==> config.mk <==
export PLATFORM = sky130hd
export DESIGN_NAME = sac_aux_port
export DESIGN_NICKNAME = d
export VERILOG_FILES = /design/src/sac_pkg.sv /design/src/sac_aux_port.sv
export VERILOG_INCLUDE_DIRS = /design/src /design/src/src
export SDC_FILE = /design/constraint.sdc
export NUM_CORES = 1
export LEC_CHECK = 0
export ABC_AREA = 1
export BUFFER_PORTS_ARGS = -buffer_cell sky130_fd_sc_hd__clkbuf_2
export CAP_MARGIN = 10
export CORE_MARGIN = 4
export CORE_UTILIZATION = 30
export DETAILED_ROUTE_END_ITERATION = 10
export PLACE_DENSITY = 0.51
export SLEW_MARGIN = 20
export SYNTH_ARGS = -nofsm -noshare
export SYNTH_HDL_FRONTEND = slang
export SYNTH_SLANG_ARGS = --single-unit
==> constraint.sdc <==
create_clock -name i_clk -period 4.6 [get_ports i_clk]
set_input_delay 0.46 -clock i_clk [delete_from_list [all_inputs] [get_ports i_clk]]
set_output_delay 0.46 -clock i_clk [all_outputs]
set_load 0.01 [all_outputs]
==> src/sac_regs.svh <==
`ifndef SAC_REGS_SVH
`define SAC_REGS_SVH
`define SAC_CODE_FOLLOW_ERR 8'h01
`define SAC_CODE_FF_LEVEL 8'h02
`define SAC_CODE_LENGTH 8'h03
`define SAC_CODE_CARR_POS 8'h04
`define SAC_CODE_INTEGRAL 8'h05
`define SAC_CODE_BATCH 8'h07
`define SAC_CODE_SCRAP 8'h08
`define SAC_CODE_LINE_RATE 8'h09
`define SAC_CODE_TRIP 8'h10
`define SAC_CODE_ABS_POS 8'h12
`define SAC_CODE_ERR_MIN 8'h15
`define SAC_CODE_ERR_MAX 8'h16
`define SAC_CODE_CUT_LEN 8'h24
`define SAC_CODE_INDEX_SPACING 8'h25
`define SAC_CODE_LEN_SEL 8'h37
`define SAC_CODE_READ_PI 8'h38
`define SAC_CODE_CUT_DONE 8'h39
`define SAC_CODE_START 8'h3A
`define SAC_CODE_IMM_CUT 8'h3B
`define SAC_CODE_RESET 8'h3C
`define SAC_CODE_SET_ZERO 8'h3D
`define SAC_CODE_DEC_BATCH 8'h3E
`define SAC_CODE_JOG_FWD 8'h41
`define SAC_CODE_JOG_BWD 8'h42
`define SAC_CODE_ACT_DATA 8'h43
`define SAC_CODE_STORE 8'h44
`define SAC_CODE_STATUS 8'h55
`define SAC_CODE_CONTROL 8'h56
`define SAC_BIT_START 0
`define SAC_BIT_STORE 1
`define SAC_BIT_CUT_DONE 2
`define SAC_BIT_ACT_DATA 3
`define SAC_BIT_READ_PI 4
`define SAC_BIT_JOG_BWD 5
`define SAC_BIT_JOG_FWD 6
`define SAC_BIT_RESET 7
`define SAC_BIT_DEC_BATCH 12
`define SAC_BIT_SET_ZERO 13
`define SAC_BIT_LEN_SEL 14
`define SAC_BIT_IMM_CUT 15
`define SAC_PULSE_MASK 16'h801A
`define SAC_LEVEL_MASK 16'h70E5
`define SAC_FF_MAX 16'h0FFF
`define SAC_ERASE_HOLD_S 5
`define SAC_CLK_HZ 200000000
`endif

==> src/sac_pkg.sv <==
package sac_pkg;
	typedef enum logic [1:0] {
		SAC_ERASE_IDLE = 2'b00,
		SAC_ERASE_HOLD = 2'b01,
		SAC_ERASE_DONE = 2'b10
	} sac_erase_t;
endpackage

==> src/sac_aux_port.sv <==
`include "sac_regs.svh"
module sac_aux_port
	import sac_pkg::*;
#(
	parameter int ERASE_CYCLES = `SAC_ERASE_HOLD_S * `SAC_CLK_HZ
) (
	input wire logic i_clk,
	input wire logic i_srst,
	input wire logic i_panel_reset,
	input wire logic i_wr,
	input wire logic i_rd,
	input wire logic [7:0] i_code,
	input wire logic [31:0] i_wdata,
	output logic [31:0] o_rdata,
	output logic o_rvalid,
	output logic o_wr_reject,
	input wire logic [31:0] i_sched_pos,
	input wire logic [31:0] i_actual_pos,
	input wire logic [15:0] i_feed_forward_level,
	input wire logic i_length_step,
	input wire logic i_length_dir,
	input wire logic [31:0] i_correction_integral,
	input wire logic [31:0] i_line_rate,
	input wire logic [15:0] i_trip_cause,
	input wire logic [31:0] i_cut_length,
	input wire logic i_teach,
	input wire logic i_ready_to_cut,
	input wire logic i_cut_executed,
	input wire logic i_line_step,
	input wire logic i_line_index,
	input wire logic [15:0] i_hw_cmd,
	input wire logic [7:0] i_control_out,
	input wire logic i_exec_done,
	input wire logic i_param_valid,
	input wire logic i_program_run_switch,
	input wire logic i_key_a,
	output logic [15:0] o_cmd,
	output logic o_reload,
	output logic o_factory_erase
);
	logic [15:0] ctl_reg;
	logic [31:0] length_reg;
	logic [31:0] batch_reg;
	logic [31:0] scrap_reg;
	logic [31:0] abs_zero_reg;
	logic [31:0] err_min_reg;
	logic [31:0] err_max_reg;
	logic cut_window_reg;
	logic [31:0] spacing_cnt_reg;
	logic [31:0] spacing_reg;
	logic index_prev_reg;
	logic imm_prev_reg;
	logic dec_prev_reg;
	logic [31:0] rdata_next;
	logic [31:0] follow_err;
	logic [31:0] abs_pos;
	logic [15:0] code_bit;
	logic code_hit;
	logic wr_ok;
	logic [15:0] pulse_mask;
	logic dec_rise;
	logic imm_rise;
	logic index_rise;
	logic window_open;
	logic [31:0] batch_next;
	logic [31:0] scrap_next;
	logic boot_reg;
	logic [31:0] erase_cnt_reg;
	sac_erase_t erase_reg;

	assign follow_err = i_sched_pos - i_actual_pos;
	assign abs_pos = i_actual_pos - abs_zero_reg;
	assign pulse_mask = `SAC_PULSE_MASK;
	// A write is taken only when the range checker passes its data.
	assign wr_ok = i_wr && i_param_valid;
	// Counted commands act once, on the rising edge of the effective bit.
	assign dec_rise = o_cmd[`SAC_BIT_DEC_BATCH] && !dec_prev_reg;
	assign imm_rise = o_cmd[`SAC_BIT_IMM_CUT] && !imm_prev_reg;
	assign index_rise = i_line_index && !index_prev_reg;
	assign window_open = i_ready_to_cut && !cut_window_reg;

	always_comb begin
		code_bit = 16'h0000;
		code_hit = 1'b1;
		case (i_code)
			`SAC_CODE_LEN_SEL: code_bit[`SAC_BIT_LEN_SEL] = 1'b1;
			`SAC_CODE_READ_PI: code_bit[`SAC_BIT_READ_PI] = 1'b1;
			`SAC_CODE_CUT_DONE: code_bit[`SAC_BIT_CUT_DONE] = 1'b1;
			`SAC_CODE_START: code_bit[`SAC_BIT_START] = 1'b1;
			`SAC_CODE_IMM_CUT: code_bit[`SAC_BIT_IMM_CUT] = 1'b1;
			`SAC_CODE_RESET: code_bit[`SAC_BIT_RESET] = 1'b1;
			`SAC_CODE_SET_ZERO: code_bit[`SAC_BIT_SET_ZERO] = 1'b1;
			`SAC_CODE_DEC_BATCH: code_bit[`SAC_BIT_DEC_BATCH] = 1'b1;
			`SAC_CODE_JOG_FWD: code_bit[`SAC_BIT_JOG_FWD] = 1'b1;
			`SAC_CODE_JOG_BWD: code_bit[`SAC_BIT_JOG_BWD] = 1'b1;
			`SAC_CODE_ACT_DATA: code_bit[`SAC_BIT_ACT_DATA] = 1'b1;
			`SAC_CODE_STORE: code_bit[`SAC_BIT_STORE] = 1'b1;
			default: code_hit = 1'b0;
		endcase
	end

	// Effective commands combine serial and hardware sources.
	assign o_cmd = ctl_reg | i_hw_cmd;

	// Each control bit is written, cleared or self-cleared on its own.
	for (genvar b = 0; b < $bits(ctl_reg); b++) begin : g_ctl
		always_ff @(posedge i_clk) begin
			if (i_srst || o_reload) begin
				ctl_reg[b] <= 1'b0;
			end else if (wr_ok && i_code == `SAC_CODE_CONTROL) begin
				ctl_reg[b] <= i_wdata[b];
			end else if (wr_ok && code_hit && code_bit[b]) begin
				ctl_reg[b] <= i_wdata[0];
			end else if (i_exec_done && pulse_mask[b]) begin
				ctl_reg[b] <= 1'b0;
			end
		end
	end

	always_ff @(posedge i_clk) begin
		if (i_srst || o_reload) begin
			imm_prev_reg <= 1'b0;
		end else begin
			imm_prev_reg <= o_cmd[`SAC_BIT_IMM_CUT];
		end
	end

	always_ff @(posedge i_clk) begin
		if (i_srst || o_reload) begin
			dec_prev_reg <= 1'b0;
		end else begin
			dec_prev_reg <= o_cmd[`SAC_BIT_DEC_BATCH];
		end
	end

	always_ff @(posedge i_clk) begin
		if (i_srst || o_reload || o_cmd[`SAC_BIT_RESET]) begin
			length_reg <= 32'h0000_0000;
		end else if (i_length_step) begin
			if (i_length_dir) begin
				length_reg <= length_reg - 32'h0000_0001;
			end else begin
				length_reg <= length_reg + 32'h0000_0001;
			end
		end
	end

	// A preset wins over a count; a cut and a decrement together cancel.
	always_comb begin
		batch_next = batch_reg;
		if (wr_ok && i_code == `SAC_CODE_BATCH) begin
			batch_next = i_wdata;
		end else if (i_cut_executed && !dec_rise) begin
			batch_next = batch_reg + 32'h0000_0001;
		end else if (!i_cut_executed && dec_rise) begin
			batch_next = batch_reg - 32'h0000_0001;
		end
	end

	always_ff @(posedge i_clk) begin
		if (i_srst || o_reload) begin
			batch_reg <= 32'h0000_0000;
		end else begin
			batch_reg <= batch_next;
		end
	end

	always_comb begin
		scrap_next = scrap_reg;
		if (wr_ok && i_code == `SAC_CODE_SCRAP) begin
			scrap_next = i_wdata;
		end else if (imm_rise) begin
			scrap_next = scrap_reg + 32'h0000_0001;
		end
	end

	always_ff @(posedge i_clk) begin
		if (i_srst || o_reload) begin
			scrap_reg <= 32'h0000_0000;
		end else begin
			scrap_reg <= scrap_next;
		end
	end

	always_ff @(posedge i_clk) begin
		if (i_srst || o_reload) begin
			abs_zero_reg <= 32'h0000_0000;
		end else if (i_teach || o_cmd[`SAC_BIT_SET_ZERO]) begin
			abs_zero_reg <= i_actual_pos;
		end
	end

	always_ff @(posedge i_clk) begin
		if (i_srst || o_reload) begin
			cut_window_reg <= 1'b0;
		end else if (window_open) begin
			cut_window_reg <= 1'b1;
		end else if (cut_window_reg && o_cmd[`SAC_BIT_CUT_DONE]) begin
			cut_window_reg <= 1'b0;
		end
	end

	always_ff @(posedge i_clk) begin
		if (i_srst || o_reload) begin
			err_min_reg <= 32'h0000_0000;
		end else if (window_open) begin
			err_min_reg <= follow_err;
		end else if (cut_window_reg &&
				$signed(follow_err) < $signed(err_min_reg)) begin
			err_min_reg <= follow_err;
		end
	end

	always_ff @(posedge i_clk) begin
		if (i_srst || o_reload) begin
			err_max_reg <= 32'h0000_0000;
		end else if (window_open) begin
			err_max_reg <= follow_err;
		end else if (cut_window_reg &&
				$signed(follow_err) > $signed(err_max_reg)) begin
			err_max_reg <= follow_err;
		end
	end

	always_ff @(posedge i_clk) begin
		if (i_srst || o_reload) begin
			index_prev_reg <= 1'b0;
		end else begin
			index_prev_reg <= i_line_index;
		end
	end

	always_ff @(posedge i_clk) begin
		if (i_srst || o_reload) begin
			spacing_reg <= 32'h0000_0000;
		end else if (index_rise) begin
			spacing_reg <= spacing_cnt_reg;
		end
	end

	// The step that lands with the index edge starts the new count.
	always_ff @(posedge i_clk) begin
		if (i_srst || o_reload) begin
			spacing_cnt_reg <= 32'h0000_0000;
		end else if (index_rise) begin
			spacing_cnt_reg <= {31'h0000_0000, i_line_step};
		end else if (i_line_step) begin
			spacing_cnt_reg <= spacing_cnt_reg + 32'h0000_0001;
		end
	end

	always_comb begin
		rdata_next = 32'h0000_0000;
		case (i_code)
			`SAC_CODE_FOLLOW_ERR: rdata_next = follow_err;
			`SAC_CODE_FF_LEVEL: rdata_next = {16'h0000,
				i_feed_forward_level & `SAC_FF_MAX};
			`SAC_CODE_LENGTH: rdata_next = length_reg;
			`SAC_CODE_CARR_POS: rdata_next = i_actual_pos;
			`SAC_CODE_INTEGRAL: rdata_next = i_correction_integral;
			`SAC_CODE_BATCH: rdata_next = batch_reg;
			`SAC_CODE_SCRAP: rdata_next = scrap_reg;
			`SAC_CODE_LINE_RATE: rdata_next = i_line_rate;
			`SAC_CODE_TRIP: rdata_next = {16'h0000, i_trip_cause};
			`SAC_CODE_ABS_POS: rdata_next = abs_pos;
			`SAC_CODE_ERR_MIN: rdata_next = err_min_reg;
			`SAC_CODE_ERR_MAX: rdata_next = err_max_reg;
			`SAC_CODE_CUT_LEN: rdata_next = i_cut_length;
			`SAC_CODE_INDEX_SPACING: rdata_next = spacing_reg;
			`SAC_CODE_STATUS: rdata_next = {24'h00_0000, i_control_out};
			`SAC_CODE_CONTROL: rdata_next = {16'h0000, ctl_reg};
			default: rdata_next = 32'h0000_0000;
		endcase
	end

	always_ff @(posedge i_clk) begin
		if (i_srst) begin
			o_rvalid <= 1'b0;
		end else begin
			o_rvalid <= i_rd;
		end
	end

	always_ff @(posedge i_clk) begin
		if (i_srst) begin
			o_rdata <= 32'h0000_0000;
		end else if (i_rd) begin
			o_rdata <= rdata_next;
		end
	end

	// Writes of data the parameter checker flags invalid are refused.
	always_ff @(posedge i_clk) begin
		if (i_srst) begin
			o_wr_reject <= 1'b0;
		end else begin
			o_wr_reject <= i_wr && !i_param_valid;
		end
	end

	// Panel reset or power-up asks for a reload of stored settings.
	always_ff @(posedge i_clk) begin
		if (i_srst) begin
			boot_reg <= 1'b1;
		end else begin
			boot_reg <= 1'b0;
		end
	end
	assign o_reload = boot_reg || i_panel_reset;

	always_ff @(posedge i_clk) begin
		if (i_srst) begin
			erase_reg <= SAC_ERASE_IDLE;
		end else begin
			case (erase_reg)
				SAC_ERASE_IDLE: begin
					if (boot_reg && i_program_run_switch && i_key_a) begin
						erase_reg <= SAC_ERASE_HOLD;
					end else if (boot_reg) begin
						erase_reg <= SAC_ERASE_DONE;
					end
				end
				SAC_ERASE_HOLD: begin
					if (!i_key_a || !i_program_run_switch) begin
						erase_reg <= SAC_ERASE_DONE;
					end else if (erase_cnt_reg == ERASE_CYCLES - 1) begin
						erase_reg <= SAC_ERASE_DONE;
					end
				end
				SAC_ERASE_DONE: erase_reg <= SAC_ERASE_DONE;
				default: erase_reg <= SAC_ERASE_IDLE;
			endcase
		end
	end

	// The hold time is counted only while the erase request stands.
	always_ff @(posedge i_clk) begin
		if (i_srst || erase_reg != SAC_ERASE_HOLD) begin
			erase_cnt_reg <= 32'h0000_0000;
		end else begin
			erase_cnt_reg <= erase_cnt_reg + 32'h0000_0001;
		end
	end

	always_ff @(posedge i_clk) begin
		if (i_srst) begin
			o_factory_erase <= 1'b0;
		end else begin
			o_factory_erase <= erase_reg == SAC_ERASE_HOLD && i_key_a &&
				i_program_run_switch &&
				erase_cnt_reg == ERASE_CYCLES - 1;
		end
	end
endmodule

# After elaboration in Yosys (flattened, before gate mapping)
# Index checks and enable logic that the tools add are counted.
# totals
ff_bits,346
in_bits,272
output_inout_bits,52
# classes
add_sub_neg,9
order_cmp,2
n_eq_ne,34
mux,59
bitwise_logic,1
reduce_logical,69
# op_table
cell,count
$pmux 32 s16,1
$mux 32,10
$add 32x1->32 const B,5
$eq 8x6->1 const B,10
$sub 32x1->32 const B,2
$sub 32x32->32,2
$eq 8x7->1 const B,6
$mux 1,43
$eq 32x30->1 const B,1
$eq 8x5->1 const B,4
$gt 32x32->1,1
$logic_and 1x1->1,32
$lt 32x32->1,1
$reduce_bool 2->1,13
$eq 8x3->1 const B,3
$eq 8x2->1 const B,2
$eq 8x4->1 const B,2
$or 16x16->16,1
$reduce_bool 3->1,5
$reduce_or 12->1,1
$logic_not 1->1,9
$eq 8x1->1 const B,1
$mux 2,4
$logic_or 1x1->1,6
other kinds (8),9

# Longest topological paths before layout
# Gate-level depths: netlist of run 1.
# logic_depth
depth_word,7
mapped_depth,30

# Worst setup path after synthesis of run 1
# No wires, ideal clock.
# synth_timing
kind,in2reg
start,in i_sched_pos[0]
end,reg err_min_reg[20]
arrival_time_ns,3.308
required_ns,4.485
slack_ns,1.177
path_stages,24
cell_sequence,inv_1 -> ha_1 -> inv_1 -> fa_1 -> nand2_1 -> nand2_1 -> and2_1 -> nand3_1 -> nand3_1 -> nand2_1 -> nand3_1 -> and2_1 -> ha_1 -> nand2_1 -> nor2_1 -> nand2_1 -> nor4_1 -> nand2_1 -> nand3_1 -> nand3_2 -> buf_2 -> buf_4 -> a21oi_1 -> nor2_1
# synth_between
elab_chain_len,4
elab_cells_between_ends,6
cone_classes,add/sub: 1; order compare: 1; mux: 2; reduce/logical: 2
# synth_rtl
item,line,rtl
start: declaration,sac_aux_port.sv:17,"input wire logic [31:0] i_sched_pos,"
$sub 32x32->32,sac_aux_port.sv:71,assign follow_err = i_sched_pos - i_actual_pos;
net follow_err[28],sac_aux_port.sv:55,logic [31:0] follow_err;
$lt 32x32->1,sac_aux_port.sv:209,$signed(follow_err) < $signed(err_min_reg)) begin
$logic_and 1x1->1,sac_aux_port.sv:208,end else if (cut_window_reg &&
$reduce_bool 2->1 (no source line),n/a,
end signal: assignment,sac_aux_port.sv:207,err_min_reg <= follow_err;
end signal: assignment,sac_aux_port.sv:210,err_min_reg <= follow_err;
end: declaration,sac_aux_port.sv:46,logic [31:0] err_min_reg;
# The timed path passes the listed nets, and every way through them passes these cells. The select of a mux whose other input is x is not followed.
# A chain may end at the register's enable or synchronous reset.

# Worst setup path after layout of run 1
# layout_timing
start,in i_actual_pos[26]
end,reg err_max_reg[0]
# layout_between
elab_chain_len,4
# layout_rtl
item,line,rtl
start: declaration,sac_aux_port.sv:18,"input wire logic [31:0] i_actual_pos,"
$sub 32x32->32,sac_aux_port.sv:71,
net follow_err[31],sac_aux_port.sv:55,
$gt 32x32->1,sac_aux_port.sv:220,$signed(follow_err) > $signed(err_max_reg)) begin
$logic_and 1x1->1,sac_aux_port.sv:219,end else if (cut_window_reg &&
$reduce_bool 2->1 (no source line),n/a,
end signal: assignment,sac_aux_port.sv:218,err_max_reg <= follow_err;
end signal: assignment,sac_aux_port.sv:221,err_max_reg <= follow_err;
end: declaration,sac_aux_port.sv:47,logic [31:0] err_max_reg;
# The timed path passes the listed nets, and every way through them passes these cells.

==> metrics.md, run 1 <==
| Metric | Value |
|---|---|
| Status | `complete, no violations` |
| Slowest cell on crit path | `ha_1` |
| Setup Buffers After CTS | `0` |
| Mapped Cells | `between 4000 and 5000` |
| PostCTS Resize Cnt | `0` |
| CP Launch Point | `i_actual_pos[26]` |
| Clock share of power | `0.407` |
| Global Route Usage Sum | `0.266` |
| Initial antenna violation count | `18` |
| Worst-case clock buffer depth | `3` |
| Int Pwr | `between 5 and 6 mW` |
| Leak | `around 15 nW` |
| Total gr overflow | `0` |
| # port buffers | `between 300 and 400` |
| Reg clk slew, reported paths | `around 0.060 ns` |
| Total CTS buffers | `45` |
| CP peak stage delay | `0.40 ns` |
| Crit-path most repeated cell | `nand2_1` |
| Wirelength per Cell | `21.9 um` |
| Crit Path Max Fanout | `40` |
| R2r endpoint | `batch_reg[21]` |
| Detailed Routing Iterations Pass 1 | `6` |
| Clock root cell | `clkbuf_16` |
| EDFF count, synth | `0` |
| Drt drc | `0` |
| Core Area | `approximately 0.092 sq mm` |
| Fin area | `about 0.033 sq mm` |
| Worst-margin pin slew | `1.13 ns` |
| Area after DPL | `0.0311 sq mm` |
| DR iter-0 viols | `about 3300` |
| Post-synth ARST share | `0` |
| H-tree depth | `2` |
| Rel. slew slack | `0.243` |
| CP endpoint kind | `flip-flop` |
| Die H | `~310 um` |
| CTS sink count | `approximately 350` |
| Pins Over Slew Limit | `0` |
| Most frequent cells in the layout | `1383 x nand2_1, 666 x inv_1, 465 x nor2_1, 429 x a21oi_1, 346 x dfxtp_1` |
| Clk_lat worst skew | `between 0.6 and 0.7 ns` |
| Kind of critical path | `in -> reg` |
| Cell area after synthesis | `about 0.028 sq mm` |
| Largest net degree at the start of global routing | `162` |
| Max-cap violations | `0` |
| Syn. warnings | `0` |
| Die area | `0.0986 sq mm` |
| Top Ports | `approximately 320` |
| Placer congestion estimate | `roughly 1` |
| Sequential share of power | `0.352` |
| PD cells | `268 mW/mm^2` |
| NetSw | `roughly 3 mW` |
| Chip Width | `approximately 310 um` |
| Library cells used by synthesis | `54` |
| Hold Path Class | `in -> reg` |
| Vias in the first global route | `29331` |
| Post-DP HPWL | `112 mm` |
| Sequential-to-total area share from yosys stat | `0.247` |
| R2R depth | `15` |
| Final setup skew | `0.0307 ns` |
| Crit path launch type | `primary input` |
| # rows | `about 110` |
| DR vias/cell | `around 5.1` |
| FMAX | `0.261 GHz` |
| Synth Flop Type | `dfxtp_1` |
| Final worst path period need | `roughly 3.8 ns` |
| Starting Density | `0.304` |
| Maximum vdd ir drop | `around 0.0002 V` |
| CP Capture Point | `err_max_reg[0]` |
| Setup TNS Final | `0 ns` |
| Avg Synthesized Cell Area | `5.96 sq um` |
| # nets final | `approximately 5500` |
| Stages on the worst setup path | `25` |
| Layout cells sized above 1 | `0.108` |
| Final hold vios | `0` |
| Critical Path RT | `5.08 ns` |
| Vias | `32171` |
| Worst R2R Start | `ctl_reg[12]` |
| Final setup vio count | `0` |
| ANT nets after route | `0` |
| Fill count | `10496` |
| Top cell family by delay on the critical path | `simple AND/OR/NAND/NOR gates` |
| Gate power share | `0.240` |
| P&R area growth vs syn | `16.0%` |
| Most common cell after layout, fill and taps aside | `nand2_1` |
| Reg-to-reg setup timing slack | `1.24 ns` |
| Buf+Inv Stages, Crit Path | `4` |
| WP data arrival | `between 4 and 5 ns` |
| TritonCTS clock tree | `built` |
| First-pass GRT wire length | `just under 200 mm` |
| Switching share of power | `0.343` |
| Final WL | `between 100 and 150 mm` |
| CTS Hold Bufs | `1` |
| Fin Hold WS | `approximately 0.061 ns` |
| Yosys reg bits | `between 300 and 400` |
| RSZ-0062 raised after global routing | `false` |
| Post-synth net total | `a little over 5000` |
| Tcrit/Tclk final | `0.834` |
-- metal layers --
layer / wire (um) / vias up / track usage
met5: 66 / - / 0
met4: 5840 / 12 / 0.0990
met3: 12300 / 193 / 0.0531
met2: 57500 / 1322 / 0.403
met1: 61600 / 14810 / 0.373
li1: - / 15834 / -
-- worst min path at each step --
stage                          start          endpoint  slack, ns  depth (start not counted)
finish                          i_wr       o_wr_reject       0.06                          3
global route                    i_wr       o_wr_reject       0.05                          3
CTS                             i_wr       o_wr_reject       0.04                          3
detailed placement  erase_cnt_reg[0]  erase_cnt_reg[0]       0.44                          1
global placement    erase_cnt_reg[0]  erase_cnt_reg[0]       0.43                          1
floorplan           erase_cnt_reg[0]  erase_cnt_reg[0]       0.42                          1
-- metrics by stage --
step	instances	setup slack (ns)	utilization	total power, mW
after CTS	6275	0.884	0.353	8.75
after floorplan	4715	1.18	-	4.42
after global routing	6276	0.483	0.353	9.13
final	6279	0.764	0.353	8.73
after detailed placement	6196	0.266	0.338	5.19
after global placement	6196	0.326	0.338	5.19
-- final cells by class --
class | count | area (sq um) | share of cell area
Timing Repair Buffer | 379 | 2090 | 0.0641
Antenna cell | 4 | 10.0 | 0.000307
Clock inverter | 19 | 166 | 0.00511
Inverter | 687 | 2580 | 0.0793
Multi-Input combinational cell | 3542 | 18000 | 0.552
Sequential cell | 346 | 6930 | 0.213
Tap cell | 1243 | 1560 | 0.0478
Clock buffer | 59 | 1250 | 0.0383
-- synth_stat cells (all sizes together), types with 15 or more instances --
| library cell | number | area share |
|---|---|---|
| nor2 | 487 | 0.069 |
| nand3b | 19 | 0.0051 |
| a31oi | 41 | 0.0091 |
| inv | 685 | 0.092 |
| nand3 | 316 | 0.057 |
| o21a | 15 | 0.0040 |
| dfxtp | 346 | 0.25 |
| nor4 | 16 | 0.0043 |
| o211ai | 23 | 0.0061 |
| clkbuf | 71 | 0.0095 |
| o21ai | 247 | 0.044 |
| a21oi | 429 | 0.076 |
| or2 | 29 | 0.0065 |
| nand4 | 70 | 0.016 |
| nand2 | 1392 | 0.19 |
| buf | 69 | 0.013 |
| ha | 191 | 0.085 |
| nor3 | 87 | 0.016 |
| xor2 | 68 | 0.021 |
| o21bai | 15 | 0.0040 |
-- kinds of logic after synthesis --
| family | synth area share |
|---|---|
| fa+ha+maj | 0.0880 |
| simple gates | 0.364 |
| flops | 0.247 |
| xor+xnor | 0.0256 |
| buf+inv | 0.114 |
| compound gates | 0.161 |
-- power by group through the flow --
stage	Combinational, mW	Clock [mW]	Sequential, mW
floorplan	1.28	0	3.13
finish	2.10	3.56	3.08
CTS	2.06	3.62	3.08
global placement	2.04	0	3.14
global route	2.32	3.73	3.08
detailed placement	2.05	0	3.14
-- tightest hold or removal path, stage by stage --
cell and delay, ns:
clkbuf_2 0.09, nand2_1 0.05, nor2_1 0.03
Power figures use the tool's default switching activity.
==> run 2, diff against run 1 <==
--- a/config.mk
+++ b/config.mk
@@ -12,7 +12,7 @@
 export CORE_MARGIN = 4
 export CORE_UTILIZATION = 30
 export DETAILED_ROUTE_END_ITERATION = 10
-export PLACE_DENSITY = 0.51
+export PLACE_DENSITY = 0.52
 export SLEW_MARGIN = 20
 export SYNTH_ARGS = -nofsm -noshare
 export SYNTH_HDL_FRONTEND = slang
==> constraint.sdc (replaced) <==
create_clock -name i_clk -period 3.2 [get_ports i_clk]
set_input_delay 0.32 -clock i_clk [delete_from_list [all_inputs] [get_ports i_clk]]
set_output_delay 0.32 -clock i_clk [all_outputs]
set_load 0.01 [all_outputs]
==> run 2 against run 1 <==
Net effect:
- total power increased by 58%
- design area increased by 12%
- die area unchanged
- sequential power increased by 44%
- clock-buffer cell count increased by 6
- first-iteration DRC count increased by 3.0%
- critical endpoint is now err_min_reg[3]
==> metrics.md, run 2 (synthesis gave the netlist of run 1 again) <==
| Metric | Value |
|---|---|
| P&R area growth vs syn | `29.8%` |
| Max-cap violations | `0 (unchanged)` |
| Final WL | `145 mm (+5.7%)` |
| Fill count | `10156 (-3.2%)` |
| Hold Startpoint | `i_wdata[8]` |
| # port buffers | `319 (unchanged)` |
| Detailed Routing Iterations Pass 1 | `7 (+1)` |
| Largest net degree at the start of global routing | `69 (-57%)` |
| ANT nets after route | `0 (unchanged)` |
| Die H | `314 um (unchanged)` |
| Most frequent cells in the layout | `1323 x nand2_1, 641 x inv_1, 438 x nor2_1, 386 x a21oi_1, 346 x dfxtp_1` |
| Worst-case clock buffer depth | `3 (unchanged)` |
| Drt drc | `0 (unchanged)` |
| Layout cells sized above 1 | `0.198 (+0.0904)` |
| Fin area | `0.0364 sq mm (+12%)` |
| First-pass GRT wire length | `204 mm (+4.8%)` |
| Chip Width | `314 um (unchanged)` |
| Global Route Usage Sum | `0.278 (+0.0124)` |
| Starting Density | `0.304 (unchanged)` |
| Crit Path Max Fanout | `7 (-83%)` |
| Die area | `0.0986 sq mm (unchanged)` |
| Crit path launch type | `primary input` |
| Clock root cell | `clkbuf_16` |
| WP data arrival | `3.63 ns (-0.69 ns)` |
| TritonCTS clock tree | `built` |
| Placer congestion estimate | `0.997 (-2.5%)` |
| Status | `complete, no violations` |
| Reg clk slew, reported paths | `0.06 ns (about the same)` |
| Worst-margin pin slew | `1.01 ns (-0.120 ns)` |
| Core Area | `0.0922 sq mm (unchanged)` |
| Vias in the first global route | `30501 (+4.0%)` |
| Hold Path Class | `in -> reg` |
| RSZ-0062 raised after global routing | `true` |
| Wirelength per Cell | `22.1 um (+1.0%)` |
| Area after DPL | `0.0331 sq mm (+6.3%)` |
| PD cells | `378 mW/mm^2 (+41%)` |
| Final worst path period need | `~3.1 ns` |
| Total CTS buffers | `45 (unchanged)` |
| Critical Path RT | `3.70 ns (-1.38 ns)` |
| Initial antenna violation count | `17 (-1)` |
| Rel. slew slack | `0.318 (+0.0756)` |
| Final setup vio count | `0 (unchanged)` |
| Clk_lat worst skew | `0.62 ns (about the same)` |
| Finished Core Util | `0.395 (+0.0420)` |
| Total gr overflow | `0 (unchanged)` |
| DR iter-0 viols | `3354 (+3.0%)` |
| H-tree depth | `2 (unchanged)` |
| Post-DP HPWL | `119 mm (+6.3%)` |
| Leak | `17.1 nW (+11%)` |
| CP Launch Point | `i_actual_pos[14]` |
| # nets final | `5749 (+5.1%)` |
| CTS sink count | `346 (unchanged)` |
| Maximum vdd ir drop | `0.000369 V (+84%)` |
| Final hold vios | `0 (unchanged)` |
| Tcrit/Tclk final | `0.978` |
| FMAX | `0.320 GHz` |
| DR vias/cell | `5.15 (+0.55%)` |
| Final setup skew | `0.0220 ns (-0.00873 ns)` |
| Kind of critical path | `in -> reg` |
| # rows | `111 (unchanged)` |
| Most common cell after layout, fill and taps aside | `nand2_1` |
| Worst R2R Start | `ctl_reg[12]` |
| CP endpoint kind | `flip-flop` |
| Vias | `33832 (+5.2%)` |
| Top Ports | `324 (unchanged)` |
| Pins Over Slew Limit | `0 (unchanged)` |
-- run 2: cell count changes in the layout (fill, tap and decap cells not counted), moves of 37 or more --
cell,delta
buf_4,+236
nand2_1,-60
a21oi_1,-43
a21oi_2,+37
nand2_2,+52
-- run 2: area by class of cell --
cell class	count	area [sq um]	share of cell area
Clock inverter	15	190	0.00522
Multi-Input combinational cell	3544	19300	0.529
Tap cell	1243	1560	0.0427
Sequential cell	346	6930	0.190
Timing Repair Buffer	658	4540	0.125
Clock buffer	65	1330	0.0366
Antenna cell	9	22.5	0.000618
Inverter	687	2590	0.0711
-- run 2: where the power goes --
group	leakage, nW	internal (mW)	switching [mW]
Sequential	2.80	4.38	0.0465
Clock	0.756	3.21	2.22
Combinational	13.5	1.55	2.38
Total	17.1	9.14	4.65
-- run 2: metrics by stage --
stage	hold WS, ns	TNS, ns	cells	power (mW)	setup WS [ns]
finish	0.0109	0	6567	13.8	0.0712
global route	0.0416	-2.42	6562	14.4	-0.0881
CTS	0.000536	0	6534	13.4	0.000240
detailed placement	0.440	-48.58	6438	7.90	-0.824
global placement	0.434	-47.69	6438	7.91	-0.793
floorplan	0.348	0	4715	6.36	0.0120
-- run 2: per-layer routing --
metal / vias up / share of wire / global-route usage
li1: 16394 / - / -
met1: 15698 / 0.45 / 0.394
met2: 1513 / 0.41 / 0.410
met3: 217 / 0.098 / 0.0633
met4: 10 / 0.042 / 0.104
met5: - / 0.00048 / 0
-- run 2: what timing repair did --
item	CTS	global route
endpoints found under the hold margin	13	0
gates cloned	1	13
hold buffers	15	0
setup buffers	0	11
pin swaps	6	79
endpoints found under the setup margin	64	66
gates resized for setup	32	277
-- run 2: critical path, stage by stage --
cell and delay (ns):
clkbuf_2 0.13, inv_2 0.12, ha_4 0.23, nand2_2 0.13, inv_1 0.05, nand2_1 0.06
nand2_1 0.11, a21oi_2 0.16, nor2_1 0.07, nor2_2 0.15, nand3_1 0.12, and2_4 0.21
ha_1 0.30, nand2_1 0.08, nor2_2 0.14, nand2_1 0.12, nor4_2 0.26, nand2_2 0.12
nand2_2 0.10, nand2_4 0.08, nand3_4 0.16, clkbuf_16 0.20, nand3_1 0.06, nand2_1 0.09
nor2_1 0.04
-- run 2: final timing paths --
path,slack (ns),to,depth (start not counted)
max,0.07,err_min_reg[3],25
max reg2reg,0.25,batch_reg[21],15
min reg2reg,0.45,erase_cnt_reg[0],1
min,0.01,ctl_reg[8],3
